$ cat config.mk
export PLATFORM = sky130hd
export DESIGN_NAME = act_unit
export DESIGN_NICKNAME = d
export VERILOG_FILES = /design/src/act_pkg.sv /design/src/act_compare.sv /design/src/act_unit.sv
export SDC_FILE = /design/constraint.sdc
export NUM_CORES = 1
export LEC_CHECK = 0
export BUFFER_PORTS_ARGS = -buffer_cell sky130_fd_sc_hd__buf_2
export CORE_ASPECT_RATIO = 1.5
export CORE_MARGIN = 2
export CORE_UTILIZATION = 40
export CTS_BUF_LIST = sky130_fd_sc_hd__clkbuf_8
export CTS_CLUSTER_DIAMETER = 50
export DETAILED_ROUTE_END_ITERATION = 8
export GPL_TIMING_DRIVEN = 0
export PLACE_DENSITY_LB_ADDON = 0.2
export SYNTH_ARGS = -nofsm -noshare
export SYNTH_HDL_FRONTEND = slang
export SYNTH_SLANG_ARGS = --single-unit
$ cat constraint.sdc
create_clock -name clock -period 13.1 [get_ports clock]
set_input_delay 0 -clock clock [delete_from_list [all_inputs] [get_ports clock]]
set_output_delay 0 -clock clock [all_outputs]
set_load 0.03 [all_outputs]
$ cat src/act_pkg.sv
// Constants and types shared by the computation and threshold unit.
// Assumes a 32-bit AXI4-Lite bus where each byte register takes one word.
package act_pkg;

   // Register indices; the byte address on the bus is four times the index.
   localparam logic [9:0] IDX_LTH  = 10'h3D9;
   localparam logic [9:0] IDX_UTH  = 10'h3DB;
   localparam logic [9:0] IDX_ERR  = 10'h3DD;
   localparam logic [9:0] IDX_SETPOINT_VALUE = 10'h3DF;
   localparam logic [9:0] IDX_FILTER_OUTPUT_VALUE = 10'h3E1;
   localparam logic [9:0] IDX_ACC  = 10'h3E3;
   localparam logic [9:0] IDX_CNT  = 10'h3E6;
   localparam logic [9:0] IDX_RPT  = 10'h3E7;
   localparam logic [9:0] IDX_PREV = 10'h3E8;
   localparam logic [9:0] IDX_RES  = 10'h3EA;
   localparam logic [9:0] IDX_CTRL = 10'h3F5;
   localparam logic [9:0] IDX_ERROR_SELECT_A = 10'h3F6;
   localparam logic [9:0] IDX_STAT = 10'h3F7;
   localparam logic [9:0] IDX_NEXT = 10'h001;
   localparam logic [9:0] IDX_TOP  = 10'h002;

   // Field positions.
   localparam int unsigned FLD_W    = 3;
   localparam int unsigned MD_LSB   = 0;
   localparam int unsigned FM_BIT   = 3;
   localparam int unsigned CRS_LSB  = 4;
   localparam int unsigned PREVIOUS_SOURCE_SELECT_BIT = 7;
   localparam int unsigned TMD_LSB  = 0;
   localparam int unsigned ERROR_SELECT_A_LSB = 4;
   localparam int unsigned GO_BIT   = 0;
   localparam int unsigned BELOW_LOWER_FLAG_BIT = 5;
   localparam int unsigned ABOVE_UPPER_FLAG_BIT = 6;

   // Reset values and limits.
   localparam logic [15:0] RST_WORD = 16'h0000;
   localparam logic [7:0]  RST_BYTE = 8'h00;
   localparam logic [7:0]  CNT_ONE  = 8'h01;
   localparam logic [7:0]  CNT_MAX  = 8'hFF;

   localparam logic [1:0] RESP_OKAY   = 2'h0;
   localparam logic [1:0] RESP_SLVERR = 2'h2;

   typedef enum logic [2:0] {
      ACT_MD_BASIC,
      ACT_MD_ACCUM,
      ACT_MD_AVG,
      ACT_MD_BURST,
      ACT_MD_LPF
   } act_mode_t;

   typedef enum logic [2:0] {
      ACT_ERROR_SELECT_A_RES_PREV,
      ACT_ERROR_SELECT_A_RES_SETPOINT_VALUE,
      ACT_ERROR_SELECT_A_FLT_SETPOINT_VALUE,
      ACT_ERROR_SELECT_A_FLT_PREV
   } act_error_select_a_t;

   typedef enum logic [2:0] {
      ACT_TMD_NEVER,
      ACT_TMD_BELOW,
      ACT_TMD_NOT_BELOW,
      ACT_TMD_OUTSIDE,
      ACT_TMD_INSIDE,
      ACT_TMD_NOT_ABOVE,
      ACT_TMD_ABOVE,
      ACT_TMD_ALWAYS
   } act_tmd_t;

endpackage : act_pkg

$ cat src/act_compare.sv
// Setpoint error and threshold comparison, purely combinational.
// Assumes its inputs come from registers of the enclosing unit.
`timescale 1ns/100ps
module act_compare (
   input  wire logic [15:0] sample,
   input  wire logic [15:0] prevVal,
   input  wire logic [15:0] filterVal,
   input  wire logic [15:0] setpoint,
   input  wire logic [15:0] lowerTh,
   input  wire logic [15:0] upperTh,
   input  wire logic [2:0]  calcSel,
   input  wire logic [2:0]  tmdSel,
   output logic      [15:0] errVal,
   output logic             belowLower,
   output logic             aboveUpper,
   output logic             irqHit
);

   always_comb begin
      // Differences wrap in 16 bits, as the error register is 16 bits wide.
      unique case (act_pkg::act_error_select_a_t'(calcSel))
         act_pkg::ACT_ERROR_SELECT_A_RES_PREV: errVal = sample - prevVal;
         act_pkg::ACT_ERROR_SELECT_A_RES_SETPOINT_VALUE: errVal = sample - setpoint;
         act_pkg::ACT_ERROR_SELECT_A_FLT_SETPOINT_VALUE: errVal = filterVal - setpoint;
         act_pkg::ACT_ERROR_SELECT_A_FLT_PREV: errVal = filterVal - prevVal;
         default: errVal = act_pkg::RST_WORD;
      endcase
      belowLower = $signed(errVal) < $signed(lowerTh);
      aboveUpper = $signed(errVal) > $signed(upperTh);
      unique case (act_pkg::act_tmd_t'(tmdSel))
         act_pkg::ACT_TMD_NEVER:     irqHit = 1'b0;
         act_pkg::ACT_TMD_BELOW:     irqHit = belowLower;
         act_pkg::ACT_TMD_NOT_BELOW: irqHit = !belowLower;
         act_pkg::ACT_TMD_OUTSIDE:   irqHit = belowLower || aboveUpper;
         act_pkg::ACT_TMD_INSIDE:    irqHit = !belowLower && !aboveUpper;
         act_pkg::ACT_TMD_NOT_ABOVE: irqHit = !aboveUpper;
         act_pkg::ACT_TMD_ABOVE:     irqHit = aboveUpper;
         act_pkg::ACT_TMD_ALWAYS:    irqHit = 1'b1;
      endcase
   end

endmodule : act_compare

$ cat src/act_unit.sv
// Computation and threshold unit of a converter, with an AXI4-Lite slave.
// Assumes the converter core drives its strobes on the same clock.
//
// What this block does
// - Software-writable 8-bit repeat setting sets triggers per threshold check.
// - Threshold check happens when the repeat count equals the repeat setting.
// - 8-bit read/write repeat counter tallies triggers; resets to zero.
// - Counter and setting are used only in filter, burst average, average modes.
// - Accumulating modes show accumulator shifted right by shift select as filter.
// - Low-pass mode shows the low-pass result on the filter output.
// - Previous-source select one: previous takes filter output at conversion start.
// - Previous-source select zero: previous takes sample result at conversion start.
// - Previous taken from sample result keeps the result justification format.
// - 18-bit signed accumulator; unused top-byte bits read as sign copies.
// - Accumulator writes are accepted only while no conversion is in progress.
// - 16-bit signed setpoint, reset zero, may enter the error computation.
// - 16-bit signed read-only setpoint error, computed as error select chooses.
// - Error compared to both thresholds sets below-lower and above-upper flags.
// - Threshold interrupt raised from the comparison as interrupt mode selects.
// - Lower and upper thresholds are 16-bit signed read/write, reset zero.
// - Multibyte registers reachable per byte; accumulator top byte holds 17:16.
// - Each sample is held in a 16-bit result register, high and low byte.
//
// Local design decision: the AXI4-Lite slave port.
`timescale 1ns/100ps
module act_unit (
   input  wire logic        clock,
   input  wire logic        rst_n,
   input  wire logic [11:0] awaddr,
   input  wire logic        awvalid,
   output logic             awready,
   input  wire logic [31:0] wdata,
   input  wire logic [3:0]  wstrb,
   input  wire logic        wvalid,
   output logic             wready,
   output logic [1:0]       bresp,
   output logic             bvalid,
   input  wire logic        bready,
   input  wire logic [11:0] araddr,
   input  wire logic        arvalid,
   output logic             arready,
   output logic [31:0]      rdata,
   output logic [1:0]       rresp,
   output logic             rvalid,
   input  wire logic        rready,
   input  wire logic        convStart,
   input  wire logic        convDone,
   input  wire logic        convGo,
   input  wire logic [11:0] rawSample,
   output logic             thresholdIrq
);

   typedef struct packed {
      logic [15:0] lower_threshold_value;
      logic [15:0] upper_threshold_value;
      logic [15:0] setpoint_value;
      logic [15:0] err;
      logic [15:0] prev;
      logic [15:0] res;
      logic [17:0] acc;
      logic [7:0]  cnt;
      logic [7:0]  repeat_threshold_value;
      logic [7:0]  ctrl;
      logic [7:0]  error_select_a;
      logic        above;
      logic        below;
      logic        irq;
      logic        pend;
      logic        chk;
      logic        awHeld;
      logic [9:0]  awIdx;
      logic        wHeld;
      logic [7:0]  wByte;
      logic        wLane;
      logic        awready;
      logic        wready;
      logic        bvalid;
      logic [1:0]  bresp;
      logic        arready;
      logic        rvalid;
      logic [31:0] rdata;
      logic [1:0]  rresp;
   } act_state_t;

   act_state_t          q_r;
   act_state_t          q_nxt;
   act_pkg::act_mode_t  mode;
   logic                counting;
   logic                restart;
   logic [7:0]          cntStep;
   logic [15:0]         newRes;
   logic [17:0]         sampleExt;
   logic [17:0]         accShift;
   logic [15:0]         filterVal;
   logic                doWrite;
   logic                accWrite;
   logic                cntWrite;
   logic [15:0]         cmpErr;
   logic                cmpBelow;
   logic                cmpAbove;
   logic                cmpHit;

   // The two mapped windows are each contiguous, so a range test covers them.
   function automatic logic isMapped(input logic [9:0] idx);
      isMapped = (idx >= act_pkg::IDX_LTH && idx <= act_pkg::IDX_RES + act_pkg::IDX_NEXT)
              || (idx >= act_pkg::IDX_CTRL && idx <= act_pkg::IDX_STAT);
   endfunction : isMapped

   function automatic logic [7:0] readByte(
      input act_state_t  s,
      input logic [9:0]  idx,
      input logic [15:0] flt,
      input logic        go
   );
      readByte = act_pkg::RST_BYTE;
      unique case (idx)
         act_pkg::IDX_LTH:                      readByte = s.lower_threshold_value[7:0];
         act_pkg::IDX_LTH + act_pkg::IDX_NEXT:  readByte = s.lower_threshold_value[15:8];
         act_pkg::IDX_UTH:                      readByte = s.upper_threshold_value[7:0];
         act_pkg::IDX_UTH + act_pkg::IDX_NEXT:  readByte = s.upper_threshold_value[15:8];
         act_pkg::IDX_ERR:                      readByte = s.err[7:0];
         act_pkg::IDX_ERR + act_pkg::IDX_NEXT:  readByte = s.err[15:8];
         act_pkg::IDX_SETPOINT_VALUE:                     readByte = s.setpoint_value[7:0];
         act_pkg::IDX_SETPOINT_VALUE + act_pkg::IDX_NEXT: readByte = s.setpoint_value[15:8];
         act_pkg::IDX_FILTER_OUTPUT_VALUE:                     readByte = flt[7:0];
         act_pkg::IDX_FILTER_OUTPUT_VALUE + act_pkg::IDX_NEXT: readByte = flt[15:8];
         act_pkg::IDX_ACC:                      readByte = s.acc[7:0];
         act_pkg::IDX_ACC + act_pkg::IDX_NEXT:  readByte = s.acc[15:8];
         act_pkg::IDX_ACC + act_pkg::IDX_TOP:   readByte = {{6{s.acc[17]}}, s.acc[17:16]};
         act_pkg::IDX_CNT:                      readByte = s.cnt;
         act_pkg::IDX_RPT:                      readByte = s.repeat_threshold_value;
         act_pkg::IDX_PREV:                     readByte = s.prev[7:0];
         act_pkg::IDX_PREV + act_pkg::IDX_NEXT: readByte = s.prev[15:8];
         act_pkg::IDX_RES:                      readByte = s.res[7:0];
         act_pkg::IDX_RES + act_pkg::IDX_NEXT:  readByte = s.res[15:8];
         act_pkg::IDX_CTRL:                     readByte = s.ctrl;
         act_pkg::IDX_ERROR_SELECT_A:                     readByte = s.error_select_a;
         act_pkg::IDX_STAT: begin
            readByte[act_pkg::ABOVE_UPPER_FLAG_BIT] = s.above;
            readByte[act_pkg::BELOW_LOWER_FLAG_BIT] = s.below;
            readByte[act_pkg::GO_BIT]   = go;
         end
         default: readByte = act_pkg::RST_BYTE;
      endcase
   endfunction : readByte

   act_compare u_compare (
      .sample     (q_r.res),
      .prevVal    (q_r.prev),
      .filterVal  (filterVal),
      .setpoint   (q_r.setpoint_value),
      .lowerTh    (q_r.lower_threshold_value),
      .upperTh    (q_r.upper_threshold_value),
      .calcSel    (q_r.error_select_a[act_pkg::ERROR_SELECT_A_LSB +: act_pkg::FLD_W]),
      .tmdSel     (q_r.error_select_a[act_pkg::TMD_LSB +: act_pkg::FLD_W]),
      .errVal     (cmpErr),
      .belowLower (cmpBelow),
      .aboveUpper (cmpAbove),
      .irqHit     (cmpHit)
   );

   always_comb begin
      q_nxt    = q_r;
      doWrite  = 1'b0;
      mode     = act_pkg::act_mode_t'(q_r.ctrl[act_pkg::MD_LSB +: act_pkg::FLD_W]);
      counting = (mode == act_pkg::ACT_MD_AVG) || (mode == act_pkg::ACT_MD_BURST)
              || (mode == act_pkg::ACT_MD_LPF);

      // Filter output is the shifted accumulator in every mode; the low-pass
      // update below keeps the accumulator at gain two to the shift select.
      accShift  = 18'($signed(q_r.acc) >>> q_r.ctrl[act_pkg::CRS_LSB +: act_pkg::FLD_W]);
      filterVal = accShift[15:0];

      // Justified conversion result: right when the format bit is set.
      if (q_r.ctrl[act_pkg::FM_BIT]) begin
         newRes = {4'h0, rawSample};
      end else begin
         newRes = {rawSample, 4'h0};
      end
      sampleExt = {2'h0, newRes};

      restart = (q_r.cnt == q_r.repeat_threshold_value);
      if (restart) begin
         cntStep = act_pkg::CNT_ONE;
      end else if (q_r.cnt == act_pkg::CNT_MAX) begin
         cntStep = act_pkg::CNT_MAX;
      end else begin
         cntStep = q_r.cnt + act_pkg::CNT_ONE;
      end

      // Write address and data are taken independently, in either order.
      if (awvalid && q_r.awready) begin
         q_nxt.awHeld = 1'b1;
         q_nxt.awIdx  = awaddr[11:2];
      end
      if (wvalid && q_r.wready) begin
         q_nxt.wHeld = 1'b1;
         q_nxt.wByte = wdata[7:0];
         q_nxt.wLane = wstrb[0];
      end

      if (q_r.awHeld && q_r.wHeld && !q_r.bvalid) begin
         doWrite      = 1'b1;
         q_nxt.awHeld = 1'b0;
         q_nxt.wHeld  = 1'b0;
         q_nxt.bvalid = 1'b1;
         q_nxt.bresp  = isMapped(q_r.awIdx) ? act_pkg::RESP_OKAY : act_pkg::RESP_SLVERR;
         if (q_r.wLane) begin
            unique case (q_r.awIdx)
               act_pkg::IDX_LTH:                      q_nxt.lower_threshold_value[7:0]   = q_r.wByte;
               act_pkg::IDX_LTH + act_pkg::IDX_NEXT:  q_nxt.lower_threshold_value[15:8]  = q_r.wByte;
               act_pkg::IDX_UTH:                      q_nxt.upper_threshold_value[7:0]   = q_r.wByte;
               act_pkg::IDX_UTH + act_pkg::IDX_NEXT:  q_nxt.upper_threshold_value[15:8]  = q_r.wByte;
               act_pkg::IDX_SETPOINT_VALUE:                     q_nxt.setpoint_value[7:0]  = q_r.wByte;
               act_pkg::IDX_SETPOINT_VALUE + act_pkg::IDX_NEXT: q_nxt.setpoint_value[15:8] = q_r.wByte;
               act_pkg::IDX_ACC: begin
                  if (!convGo) begin
                     q_nxt.acc[7:0] = q_r.wByte;
                  end
               end
               act_pkg::IDX_ACC + act_pkg::IDX_NEXT: begin
                  if (!convGo) begin
                     q_nxt.acc[15:8] = q_r.wByte;
                  end
               end
               act_pkg::IDX_ACC + act_pkg::IDX_TOP: begin
                  if (!convGo) begin
                     q_nxt.acc[17:16] = q_r.wByte[1:0];
                  end
               end
               act_pkg::IDX_CNT:                      q_nxt.cnt       = q_r.wByte;
               act_pkg::IDX_RPT:                      q_nxt.repeat_threshold_value       = q_r.wByte;
               act_pkg::IDX_RES:                      q_nxt.res[7:0]  = q_r.wByte;
               act_pkg::IDX_RES + act_pkg::IDX_NEXT:  q_nxt.res[15:8] = q_r.wByte;
               act_pkg::IDX_CTRL:                     q_nxt.ctrl      = q_r.wByte;
               act_pkg::IDX_ERROR_SELECT_A:                     q_nxt.error_select_a      = q_r.wByte;
               default: ;
            endcase
         end
      end
      if (q_r.bvalid && bready) begin
         q_nxt.bvalid = 1'b0;
      end

      if (arvalid && q_r.arready) begin
         q_nxt.rvalid = 1'b1;
         q_nxt.rdata  = {24'h000000, readByte(q_r, araddr[11:2], filterVal, convGo)};
         q_nxt.rresp  = isMapped(araddr[11:2]) ? act_pkg::RESP_OKAY : act_pkg::RESP_SLVERR;
      end else if (q_r.rvalid && rready) begin
         q_nxt.rvalid = 1'b0;
      end

      // Hardware updates come after bus writes, so a conversion wins a clash.
      if (convStart) begin
         q_nxt.prev = q_r.ctrl[act_pkg::PREVIOUS_SOURCE_SELECT_BIT] ? filterVal : q_r.res;
      end

      q_nxt.irq  = 1'b0;
      q_nxt.pend = 1'b0;
      if (convDone) begin
         q_nxt.res  = newRes;
         q_nxt.pend = 1'b1;
         q_nxt.chk  = !counting || (cntStep == q_r.repeat_threshold_value);
         if (counting) begin
            q_nxt.cnt = cntStep;
         end
         unique case (mode)
            act_pkg::ACT_MD_BASIC: ;
            act_pkg::ACT_MD_ACCUM: q_nxt.acc = q_r.acc + sampleExt;
            act_pkg::ACT_MD_AVG, act_pkg::ACT_MD_BURST: begin
               // A new repeat cycle starts the sum afresh.
               q_nxt.acc = restart ? sampleExt : q_r.acc + sampleExt;
            end
            act_pkg::ACT_MD_LPF:   q_nxt.acc = q_r.acc - accShift + sampleExt;
            default: ;
         endcase
      end

      // The comparison sees the registers one cycle after the result lands.
      if (q_r.pend) begin
         q_nxt.err = cmpErr;
         if (q_r.chk) begin
            q_nxt.above = cmpAbove;
            q_nxt.below = cmpBelow;
            q_nxt.irq   = cmpHit;
         end
      end

      q_nxt.awready = !q_nxt.awHeld;
      q_nxt.wready  = !q_nxt.wHeld;
      q_nxt.arready = !q_nxt.rvalid;
   end

   always_ff @(posedge clock) begin
      if (!rst_n) begin
         q_r <= '0;
      end else begin
         q_r <= q_nxt;
      end
   end

   assign accWrite = doWrite && q_r.wLane && q_r.awIdx >= act_pkg::IDX_ACC
                  && q_r.awIdx <= act_pkg::IDX_ACC + act_pkg::IDX_TOP;
   assign cntWrite = doWrite && q_r.wLane && q_r.awIdx == act_pkg::IDX_CNT;

   assign awready      = q_r.awready;
   assign wready       = q_r.wready;
   assign bvalid       = q_r.bvalid;
   assign bresp        = q_r.bresp;
   assign arready      = q_r.arready;
   assign rvalid       = q_r.rvalid;
   assign rdata        = q_r.rdata;
   assign rresp        = q_r.rresp;
   assign thresholdIrq = q_r.irq;
endmodule : act_unit

==> results of run 1 <==
## flip-flops by register name (all words and copies together), names as in the netlist
| signal | cells |
|---|---|
| rresp | 1 |
| bresp | 1 |
| awready | 1 |
| q_r | 168 |
| rdata | 8 |
| arready | 1 |
| mode | 3 |
| bvalid | 1 |
| thresholdIrq | 1 |
| rvalid | 1 |
| wready | 1 |
## final cells by class
cell class	count	area share (%)
diodes	1	0.0148
multi-input cells	1425	59.8
inverters	130	2.89
well taps	484	3.58
repair buffers	116	5.03
clock buffers	17	1.38
flip-flops and latches	187	22.1
plain buffers	131	3.85
clock inverters	15	1.35
## synth_stat cells (5+ instances only)
cell,instances
clkbuf_1,76
a21oi_1,140
o21ai_0,55
a311oi_1,8
a221oi_1,20
buf_1,6
nand2_1,139
ha_1,97
nand3_1,33
xor2_1,19
mux2i_1,179
a32oi_1,7
o21a_1,12
a222oi_1,10
inv_1,130
o22ai_1,9
and3_1,15
o31ai_1,5
mux4_2,5
buf_2,10
a31oi_1,15
nor2_1,222
nor3_1,32
nand4_1,13
xnor2_1,45
buf_4,37
nor4_1,5
a21o_1,31
a211oi_1,37
or3_1,10
mux2_2,21
fa_1,19
a22oi_1,33
and2_1,9
a21oi_2,8
nand2b_1,15
o21bai_1,7
o211ai_1,9
nor2b_1,26
a221oi_2,9
dfxtp_1,187
a211o_1,6
## stage by stage
stage                     hold slack (ps)  total power (uW)  instance area [sq um]
after floorplan                       136               797                  15000
after global placement                251               888                  15900
after detailed placement              254               894                  15900
after CTS                            10.2              1350                  16900
after global routing                 36.9              1410                  16900
final                                49.4              1360                  16900
## cells in the final DEF (no fill, tap or decap), types with 20 or more instances in the layout
cell and count:
nor2b_1 26, nand2_1 139, mux2i_1 179, a22oi_1 33
a211oi_1 37, nor3_1 32, a21oi_1 140, conb_1 26
a21o_1 31, nor2_1 222, xnor2_1 45, inv_1 130
mux2_2 21, a221oi_1 20, dlygate4sd3_1 54, clkbuf_1 76
buf_2 72, dfxtp_1 187, nand3_1 33, buf_4 37
o21ai_0 55, ha_1 97
## logic make-up (layout without fill, tap and decap cells)
logic type | after synthesis | after routing
and+or+nand+nor | 553 | 553
AOI/OAI and AO/OA | 461 | 461
buffers and inverters | 261 | 409
muxes | 205 | 205
DFF | 187 | 187
adders and majority gates | 116 | 116
xor gates and xnor gates | 64 | 64
other | 1 | 27
## per-layer routing
| metal | share of wire (%) | global-route usage [%] | vias to the layer above |
|---|---|---|---|
| li1 | - | - | 6885 |
| met1 | 35 | 34.2 | 7148 |
| met2 | 49 | 57.4 | 720 |
| met3 | 6.2 | 4.85 | 275 |
| met4 | 9.9 | 27.6 | 0 |
| met5 | 0 | 0 | - |
## worst max-delay path, stage by stage (launching register included)
cell and delay [ps]:
dfxtp_1 410, buf_1 410, clkbuf_1 620, mux2i_1 260, a211oi_1 90, a21oi_1 940
ha_1 370, inv_1 70, fa_1 400, a21o_1 200, a21oi_1 220, o21bai_1 120
a2111oi_0 500, nor3_1 100, nand3b_1 200, a21oi_1 680, ha_1 280, a21o_1 110
a21o_1 110, a21oi_1 90, a21oi_1 120, o21ai_0 130, a31oi_1 410, nand2_1 150
a311oi_1 290, a211oi_1 130
## final timing paths
path / depth (start not counted) / end / start
max: 25 / thresholdIrq$_SDFF_PN0_ / q_r[80]$_SDFFE_PN0P_
min: 3 / q_r[125]$_SDFFE_PN0P_ / rawSample[4]
max reg2reg: 25 / thresholdIrq$_SDFF_PN0_ / q_r[80]$_SDFFE_PN0P_
min reg2reg: 2 / rdata[3]$_SDFFE_PN0P_ / rdata[3]$_SDFFE_PN0P_
## report_power, final
group / leakage [uW] / internal (uW) / switching [uW] / total (uW)
clock network: 0.000227 / 172 / 282 / 454
registers: 0.00152 / 581 / 18.9 / 600
logic: 0.00533 / 114 / 190 / 304
total: 0.00707 / 868 / 491 / 1360
## repair_timing
action                    CTS  global route
hold buffers               54             0
hold endpoints to repair   43             0
resized for setup           0             0
==> key figures, run 1 <==
Setup path
  • Critical Path AT: 7960 ps
  • CP Max Fanout: 10
  • Setup crit end kind: flop
  • Kind of critical path: flop to flop
  • CP required: 13470 ps
  • R2R Setup Slk: 5510 ps
  • Worst Setup Start Kind: flop

Pwr
  • Max rail drop VDD: 0.0586 mV
  • Pleak: 0.00707 uW
  • Pwr dens: 80.3 mW/mm^2

Die
  • Initial Util: 40.6%
  • Die height: 240 um
  • # rows: 86
  • Core Footprint: 0.0367 sq mm
  • Die W: 162 um
  • IO Count: 124
  • DIE AREA: 0.0388 sq mm

STA
  • Fmax: 132 MHz
  • RSZ-0062 raised after global routing: false
  • Crit path time final: 7590 ps
  • Endpoints failing hold: 0
  • Clk_skew: 22.1 ps
  • Slew Limit Fails: 0
  • Max_slew headroom: 5.22%
  • Final WS setup: 5510 ps
  • Worst-Margin Slew: 1410 ps
  • Setup TNS: 0 ps
  • Setup Viol. Count Final: 0
  • Period utilization: 57.9%

GRT
  • First-pass GRT wire length: 92.6 mm
  • Congestion Overflow GR: 0
  • Total global routing track utilization: 32.7%
  • Number of global-route vias before repair: 14564
  • Largest net degree at the start of global routing: 23
  • Initial antenna violation count: 1

Synth
  • Syn Inst Count: 1848
  • Synth area leaders: dfxtp_1 (25%), mux2i_1 (12%), ha_1 (8.2%)
  • Area fraction in and, or, nand and nor cells after synthesis: 17.2%
  • Largest family of logic cells by synthesized area: compound AO/OA/AOI/OAI gates
  • Largest area contributor in the netlist: dfxtp_1
  • FFs w/ async S/R, synth: 0%
  • Netlist Area Pre-Place: 0.0149 sq mm
  • Mux share of post-synthesis cell area: 14.4%
  • Yosys warns: 0
  • Synth top area share: 25.1%
  • Post-synth EDFFs: 0
  • Synth Area in Compound Gates: 21.1%
  • Syn_area_per_cell: 8.06 sq um
  • #FFs+latches synth: 187
  • Synth unique cells: 84
  • XOR/XNOR share of the synthesized area: 3.76%
  • Register area share after synthesis: 25.1%
  • Synth Area in Adders: 10.7%
  • Most used DFF post-synth: dfxtp_1

Finish
  • Layout area overhead: 13.6%
  • Final net count: 2206
  • Footprint of the multi-input gates: 0.0101 sq mm
  • Share of cells above drive strength 1: 10.4%
  • Final Non-Filler Cells: 2506
  • Register area: 0.00374 sq mm
  • Layout Utilization: 46.1%
  • Number of fill cells in the layout: 3703

Detailed routing
  • Pre-Repair DR Iteration Count: 6
  • Drt total wl: 63.7 mm
  • Drt drc: 0
  • Via count: 15028
  • Vias/cell: 6.00
  • Remaining antenna violation count: 0
  • Post-DR wirelength/cell: 25.4 um
  • Number of DRC markers in iteration 0: 1164

Clocking
  • Postcts setup bufs: 0
  • TritonCTS Sinks: 187
  • CTS H-Tree Depth: 4
  • Total CTS buffers: 17
  • TritonCTS clock tree: built
  • Clk slew on worst S/H paths: 130 ps
  • Root Buffer: clkbuf_8
  • Skew-Pair Late Insertion Delay: 550 ps
  • Clock Path Buffers: 2

Status
  • Outcome: finished clean

Place
  • Placed cell count: 2419
  • Detailed placement HPWL: 50.7 mm
  • Placer congestion estimate: 0.991
  • Port-buffer cells: 62
  • DP Worst Slack: 5810 ps

Worst hold path
  • HP Class: input pin to flop

Run
  • Max Cap Violations: 0
Note: power is estimated with default switching activity, not from simulation.
==> run 2: changes to the inputs <==
ABC_AREA = 1   (was unset)
clock period = 7.23 ns   (was 13.1 ns; I/O delays follow)
==> run 2 against run 1 <==
  * Via count is 17% higher
  * The run now ends with max-capacitance violations left
  * Clock power is 75% higher
  * Total power is 80% higher
  * Register-to-register slack worse by 4000 ps
  * Routed wire length is 12% higher
  * Final area is 3.3% higher
  * Cell count is 24% higher
==> key figures, run 2 <==
Synth
  • Syn_area_per_cell: 6.40 sq um
  • Post-synth top cells: nand2_1 (521), inv_1 (321), nor2_1 (265)
  • Yosys warns: 0
  • FFs w/ async S/R, synth: 0%
  • Synth unique cells: 58
  • Syn Inst Count: 2446
  • Synth area leaders: dfxtp_1 (24%), nand2_1 (12%), o21ai_0 (7.9%)
  • Most used DFF post-synth: dfxtp_1
  • #FFs+latches synth: 187
  • Synth top area share: 23.9%
  • Post-synth EDFFs: 0
  • Largest area contributor in the netlist: dfxtp_1
  • Count leader, synth: nand2_1
  • Register area share after synthesis: 23.9%
  • Netlist Area Pre-Place: 0.0156 sq mm

Setup path
  • Kind of critical path: flop to flop
  • Worst r2r path cells: 23
  • CP required: 7650 ps
  • Worst Setup Start Kind: flop
  • CP Max Fanout: 10
  • Setup crit end kind: flop
  • R2r startpoint: q_r[80]$_SDFFE_PN0P_
  • Critical path launch point: q_r[80]$_SDFFE_PN0P_
  • Critical Path AT: 6150 ps

Worst hold path
  • Hold Crit Start: rawSample[0]
  • WHS Path Cells: 5
  • HP Class: input pin to flop

Pwr
  • Max rail drop VDD: 0.0833 mV
  • Pleak: 0.00790 uW
  • Pwr dens: 140 mW/mm^2

Detailed routing
  • Wire length on met2: 34.2 mm
  • Drt drc: 0
  • Routed metal-1 wire length: 24.6 mm
  • Post-DR wirelength/cell: 23.0 um
  • Number of DRC markers in iteration 0: 1328
  • Remaining antenna violation count: 0
  • Vias/cell: 5.65
  • Uppermost routed layer: met4
  • Metal3 WL: 4.32 mm
  • Pre-Repair DR Iteration Count: 7
  • Via count: 17515
  • Drt total wl: 71.4 mm

Finish
  • Max reg flops: 168
  • Share of cells above drive strength 1: 9.61%
  • Commonest cells after routing, fill and taps aside: nand2_1 (521), inv_1 (321), nor2_1 (265)
  • Final net count: 2788
  • Most common cell after layout, fill and taps aside: nand2_1
  • Layout area overhead: 11.7%
  • Layout Utilization: 45.3%
  • Reg with most FFs: q_r

Clocking
  • Clock Path Buffers: 2
  • TritonCTS clock tree: built
  • Total CTS buffers: 17
  • Clk slew on worst S/H paths: 120 ps
  • Gates resized, CTS repair: 0
  • TritonCTS Sinks: 187
  • Skew-Pair Late Insertion Delay: 530 ps
  • CTS H-Tree Depth: 4
  • Root Buffer: clkbuf_8

STA
  • Max_slew headroom: 1.12%
  • Setup Viol. Count Final: 0
  • Setup TNS: 0 ps
  • Slew Limit Fails: 0
  • Crit path time final: 5730 ps
  • Clk_skew: 20.8 ps
  • RSZ-0062 raised after global routing: false
  • Period utilization: 79.2%
  • Fmax: 175 MHz
  • Endpoints failing hold: 0
  • Worst-Margin Slew: 1470 ps

GRT
  • Total global routing track utilization: 34.9%
  • First-pass GRT wire length: 103 mm
  • Congestion Overflow GR: 0
  • Initial antenna violation count: 1
  • Largest net degree at the start of global routing: 20
  • Number of global-route vias before repair: 16859

Die
  • Core Footprint: 0.0385 sq mm
  • Die height: 246 um
  • IO Count: 124
  • # rows: 88
  • Die W: 165 um
  • DIE AREA: 0.0407 sq mm
  • Initial Util: 40.6%

Place
  • Detailed placement HPWL: 58.5 mm
  • Port-buffer cells: 64
  • Placer congestion estimate: 1.01

Status
  • Outcome: finished, violations left
  • Failing checks: max-capacitance violations

Run
  • Max Cap Violations: 1
run 2: cell count changes in the layout (fill, tap and decap cells not counted), moves of 25 or more:
cell,change
a21o_1,-25
a21oi_1,+44
a22oi_1,-26
clkbuf_1,-31
inv_1,+191
mux2i_1,-173
nand2_1,+382
nand3_1,+90
nor2_1,+43
nor2b_1,-26
o21ai_0,+191
xnor2_1,-39
run 2: through the flow:
stage	std cells	power [uW]	instance area (sq um)	setup slack, ps	hold WS (ps)
after global routing	3098	2550	17500	1150	13.1
after detailed placement	3030	1640	16700	1650	196
final	3098	2440	17500	1500	8.44
after floorplan	2471	1460	15700	3400	99.0
after CTS	3097	2430	17500	1600	5.61
after global placement	3030	1640	16700	1560	189
run 2: layer usage:
layer  GRT usage [%]  vias to the layer above
li1                -                     8376
met3            5.91                      297
met2            60.2                      743
met4            33.0                        0
met5               0                        -
met1            34.9                     8099
run 2: worst paths after layout:
| check | endpoint | slack, ps |
|---|---|---|
| setup / recovery | q_r[65]$_SDFFE_PN0P_ | 1500 |
| hold / removal | q_r[99]$_SDFF_PN0_ | 8 |
| setup reg to reg | q_r[65]$_SDFFE_PN0P_ | 1500 |
| hold reg to reg | rdata[6]$_SDFFE_PN0P_ | 480 |
run 2: area by class of cell:
cell class / instances / area (sq um)
Clock inverter: 14 / 199
Fill cell: 4245 / 21100
Sequential cell: 187 / 3740
Antenna cell: 1 / 2.50
Multi-Input combinational cell: 1824 / 10100
Timing Repair Buffer: 100 / 681
Clock buffer: 17 / 234
Inverter: 348 / 1310
Tap cell: 495 / 619
Buffer: 112 / 627
run 2: power breakdown:
group | internal [uW] | switching, uW
sequential | 1060 | 33.5
clock | 327 | 466
combinational | 177 | 380
run 2: critical path, cell delays in order (launching register included):
cell,delay (ps)
dfxtp_1,480
buf_2,270
buf_2,280
o21ai_0,120
o21ai_0,930
ha_1,390
nand3_1,80
nand3_1,150
a31o_2,260
nand2_1,60
nand2_1,60
nand2_1,70
nand2_1,40
o21ai_0,870
ha_1,410
a21oi_1,140
o21a_1,130
nor2_1,40
nor3b_1,400
nand2_1,130
nand2_1,100
nand3_1,80
o211ai_1,90
inv_1,50
run 2: logic make-up (layout without fill, tap and decap cells):
logic type	count (synthesis)	count (layout)	synth area share, %
AO/OA/AOI/OAI	620	620	22.8
XOR/XNOR	25	25	1.40
adder cells (fa/ha/maj)	116	116	10.2
buffers and inverters	460	591	12.4
flip-flops	187	187	23.9
multiplexers	6	6	0.384
other	1	27	0.0240
AND/OR/NAND/NOR	1031	1031	28.9
run 2: timing repair:
| item | CTS | global route |
|---|---|---|
| hold buffers | 36 | 0 |
| endpoints found under the hold margin | 35 | 0 |
| setup buffers | 0 | 0 |
==> run 3: changes to the inputs <==
clock period = 4.9 ns   (was 7.23 ns; I/O delays follow)
==> run 3 against run 2 <==
  * The flow now finishes without violations
  * Sequential power is 48% higher
  * Utilization grew 0.67 points
  * Clock power rose by 48%
  * Hold slack better by 13 ps
  * Worst setup slack got worse by 1300 ps
  * Final area rose by 1.5%
  * Sequential cell count unchanged
  * Critical endpoint is now thresholdIrq$_SDFF_PN0_
  * Register-to-register slack got worse by 1300 ps
  * Largest cell class unchanged
  * Clock skew is 4.2 ps higher
  * Cell count rose by 0.42%
  * Fmax is 22% higher
==> key figures, run 3 (synthesis results as in run 2) <==
Setup path
  • Critical Path Most Common Cell: nand2_1
  • Critical Path AT: 5110 ps
  • Critical path's top delay family: compound AO/OA/AOI/OAI gates
  • CP Max Fanout: 6
  • Slowest cell on crit path: o21ai_0
  • Number of buffer and inverter stages on the critical path: 1
  • CP required: 5320 ps
  • Setup crit end kind: flop
  • Kind of critical path: flop to flop
  • Worst Setup Start Kind: flop
  • Max stage delay on crit path: 690 ps

STA
  • Final WS setup: 210 ps
  • Worst-Margin Slew: 1400 ps
  • Fmax: 213 MHz
  • Setup Viol. Count Final: 0
  • Endpoints failing hold: 0
  • Max_slew headroom: 5.93%
  • Period utilization: 95.7%
  • Slew Limit Fails: 0
  • Clk_skew: 25.0 ps
  • Crit path time final: 4690 ps

Die
  • IO Count: 124
  • Core Footprint: 0.0385 sq mm
  • # rows: 88
  • DIE AREA: 0.0407 sq mm
  • Initial Util: 40.6%
  • Die W: 165 um
  • Die height: 246 um

Pwr
  • Pleak: 0.00803 uW
  • Pwr dens: 204 mW/mm^2
  • Pwr Total: 3620 uW
  • Max rail drop VDD: 0.126 mV

GRT
  • Largest net degree at the start of global routing: 20
  • First-pass GRT wire length: 103 mm
  • Initial antenna violation count: 1
  • Congestion Overflow GR: 0
  • Total global routing track utilization: 34.9%
  • Number of global-route vias before repair: 16876

Detailed routing
  • Vias/cell: 5.66
  • Number of DRC markers in iteration 0: 1376
  • Post-DR wirelength/cell: 23.0 um
  • Remaining antenna violation count: 0
  • Via count: 17611
  • Pre-Repair DR Iteration Count: 6
  • Drt drc: 0
  • Drt total wl: 71.4 mm

Clocking
  • Clk slew on worst S/H paths: 120 ps
  • TritonCTS Sinks: 187
  • CTS H-Tree Depth: 4
  • Total CTS buffers: 17
  • Root Buffer: clkbuf_8
  • TritonCTS clock tree: built
  • Skew-Pair Late Insertion Delay: 530 ps
  • Clock Path Buffers: 2

Status
  • Outcome: finished clean

Finish
  • Max reg flops: 168
  • Layout area overhead: 13.3%
  • Most common cell after layout, fill and taps aside: nand2_1
  • Final net count: 2801
  • Reg with most FFs: q_r
  • Final Non-Filler Cells: 3111
  • Commonest cells after routing, fill and taps aside: nand2_1 (519), inv_1 (320), nor2_1 (263)
  • Layout Utilization: 46.0%
  • Share of cells above drive strength 1: 11.5%

Place
  • DP Worst Slack: -685 ps
  • Placer congestion estimate: 1.01
  • Port-buffer cells: 64
  • Placed cell count: 3030
  • Detailed placement HPWL: 58.5 mm

Worst hold path
  • HP Class: input pin to flop

Run
  • Max Cap Violations: 0
[run 3: changes by cell type in the layout (fill, tap and decap cells not counted), moves of 4 or more]
cell      previous run  this run
dfxtp_2              0        10
o21ai_0            246       231
clkbuf_1            45        41
o21ai_2              5        14
dfxtp_1            187       177
buf_4               42        55
[run 3: timing repair]
action	4_1_cts	5_1_grt
setup buffers	1	12
cloned	0	0
hold endpoints to repair	35	0
resized for setup	29	40
setup endpoints to repair	3	3
hold buffers	36	0
pin swaps	1	5
[run 3: final cells by class]
cell class / count / area [sq um]
repair buffers: 113 / 778
flip-flops and latches: 187 / 3760
multi-input cells: 1824 / 10200
clock inverters: 14 / 199
inverters: 348 / 1310
diodes: 1 / 2.50
plain buffers: 112 / 653
clock buffers: 17 / 234
fillers: 4232 / 20800
well taps: 495 / 619
[run 3: tightest hold or removal path: stages]
cell,delay (ps)
buf_2,100
nand2_1,180
o211ai_1,130
nand2_1,60
a21oi_1,40
[run 3: metal layers]
metal / wire (um) / share of wire, % / vias to the layer above / track usage [%]
li1: - / - / 8398 / -
met1: 24800 / 35 / 8146 / 35.1
met2: 34200 / 48 / 760 / 60.0
met3: 4120 / 5.8 / 307 / 5.94
met4: 8280 / 12 / 0 / 33.2
met5: 0 / 0 / - / 0
[run 3: stage by stage]
stage               hold WS [ps]  instance area, sq um  TNS, ps
floorplan                   99.0                 15700        0
global placement             189                 16700    -1870
detailed placement           196                 16700    -1760
CTS                         5.61                 17500        0
global route                13.2                 17700    -38.5
finish                      21.3                 17700        0
[run 3: where the power goes]
group	internal, uW	leakage (uW)	switching, uW
clock	483	0.000215	687
sequential	1560	0.00152	49.6
combinational	272	0.00629	567
[run 3: path summary, 6_finish.rpt]
path                            depth (start not counted)             startpoint  slack, ps                      end
worst max-delay path                                   27    q_r[115]$_SDFF_PN0_        210  thresholdIrq$_SDFF_PN0_
worst max register to register                         27    q_r[115]$_SDFF_PN0_        210  thresholdIrq$_SDFF_PN0_
worst min-delay path                                    5           rawSample[0]         20       q_r[99]$_SDFF_PN0_
worst min register to register                          2  rdata[7]$_SDFFE_PN0P_        470    rdata[7]$_SDFFE_PN0P_
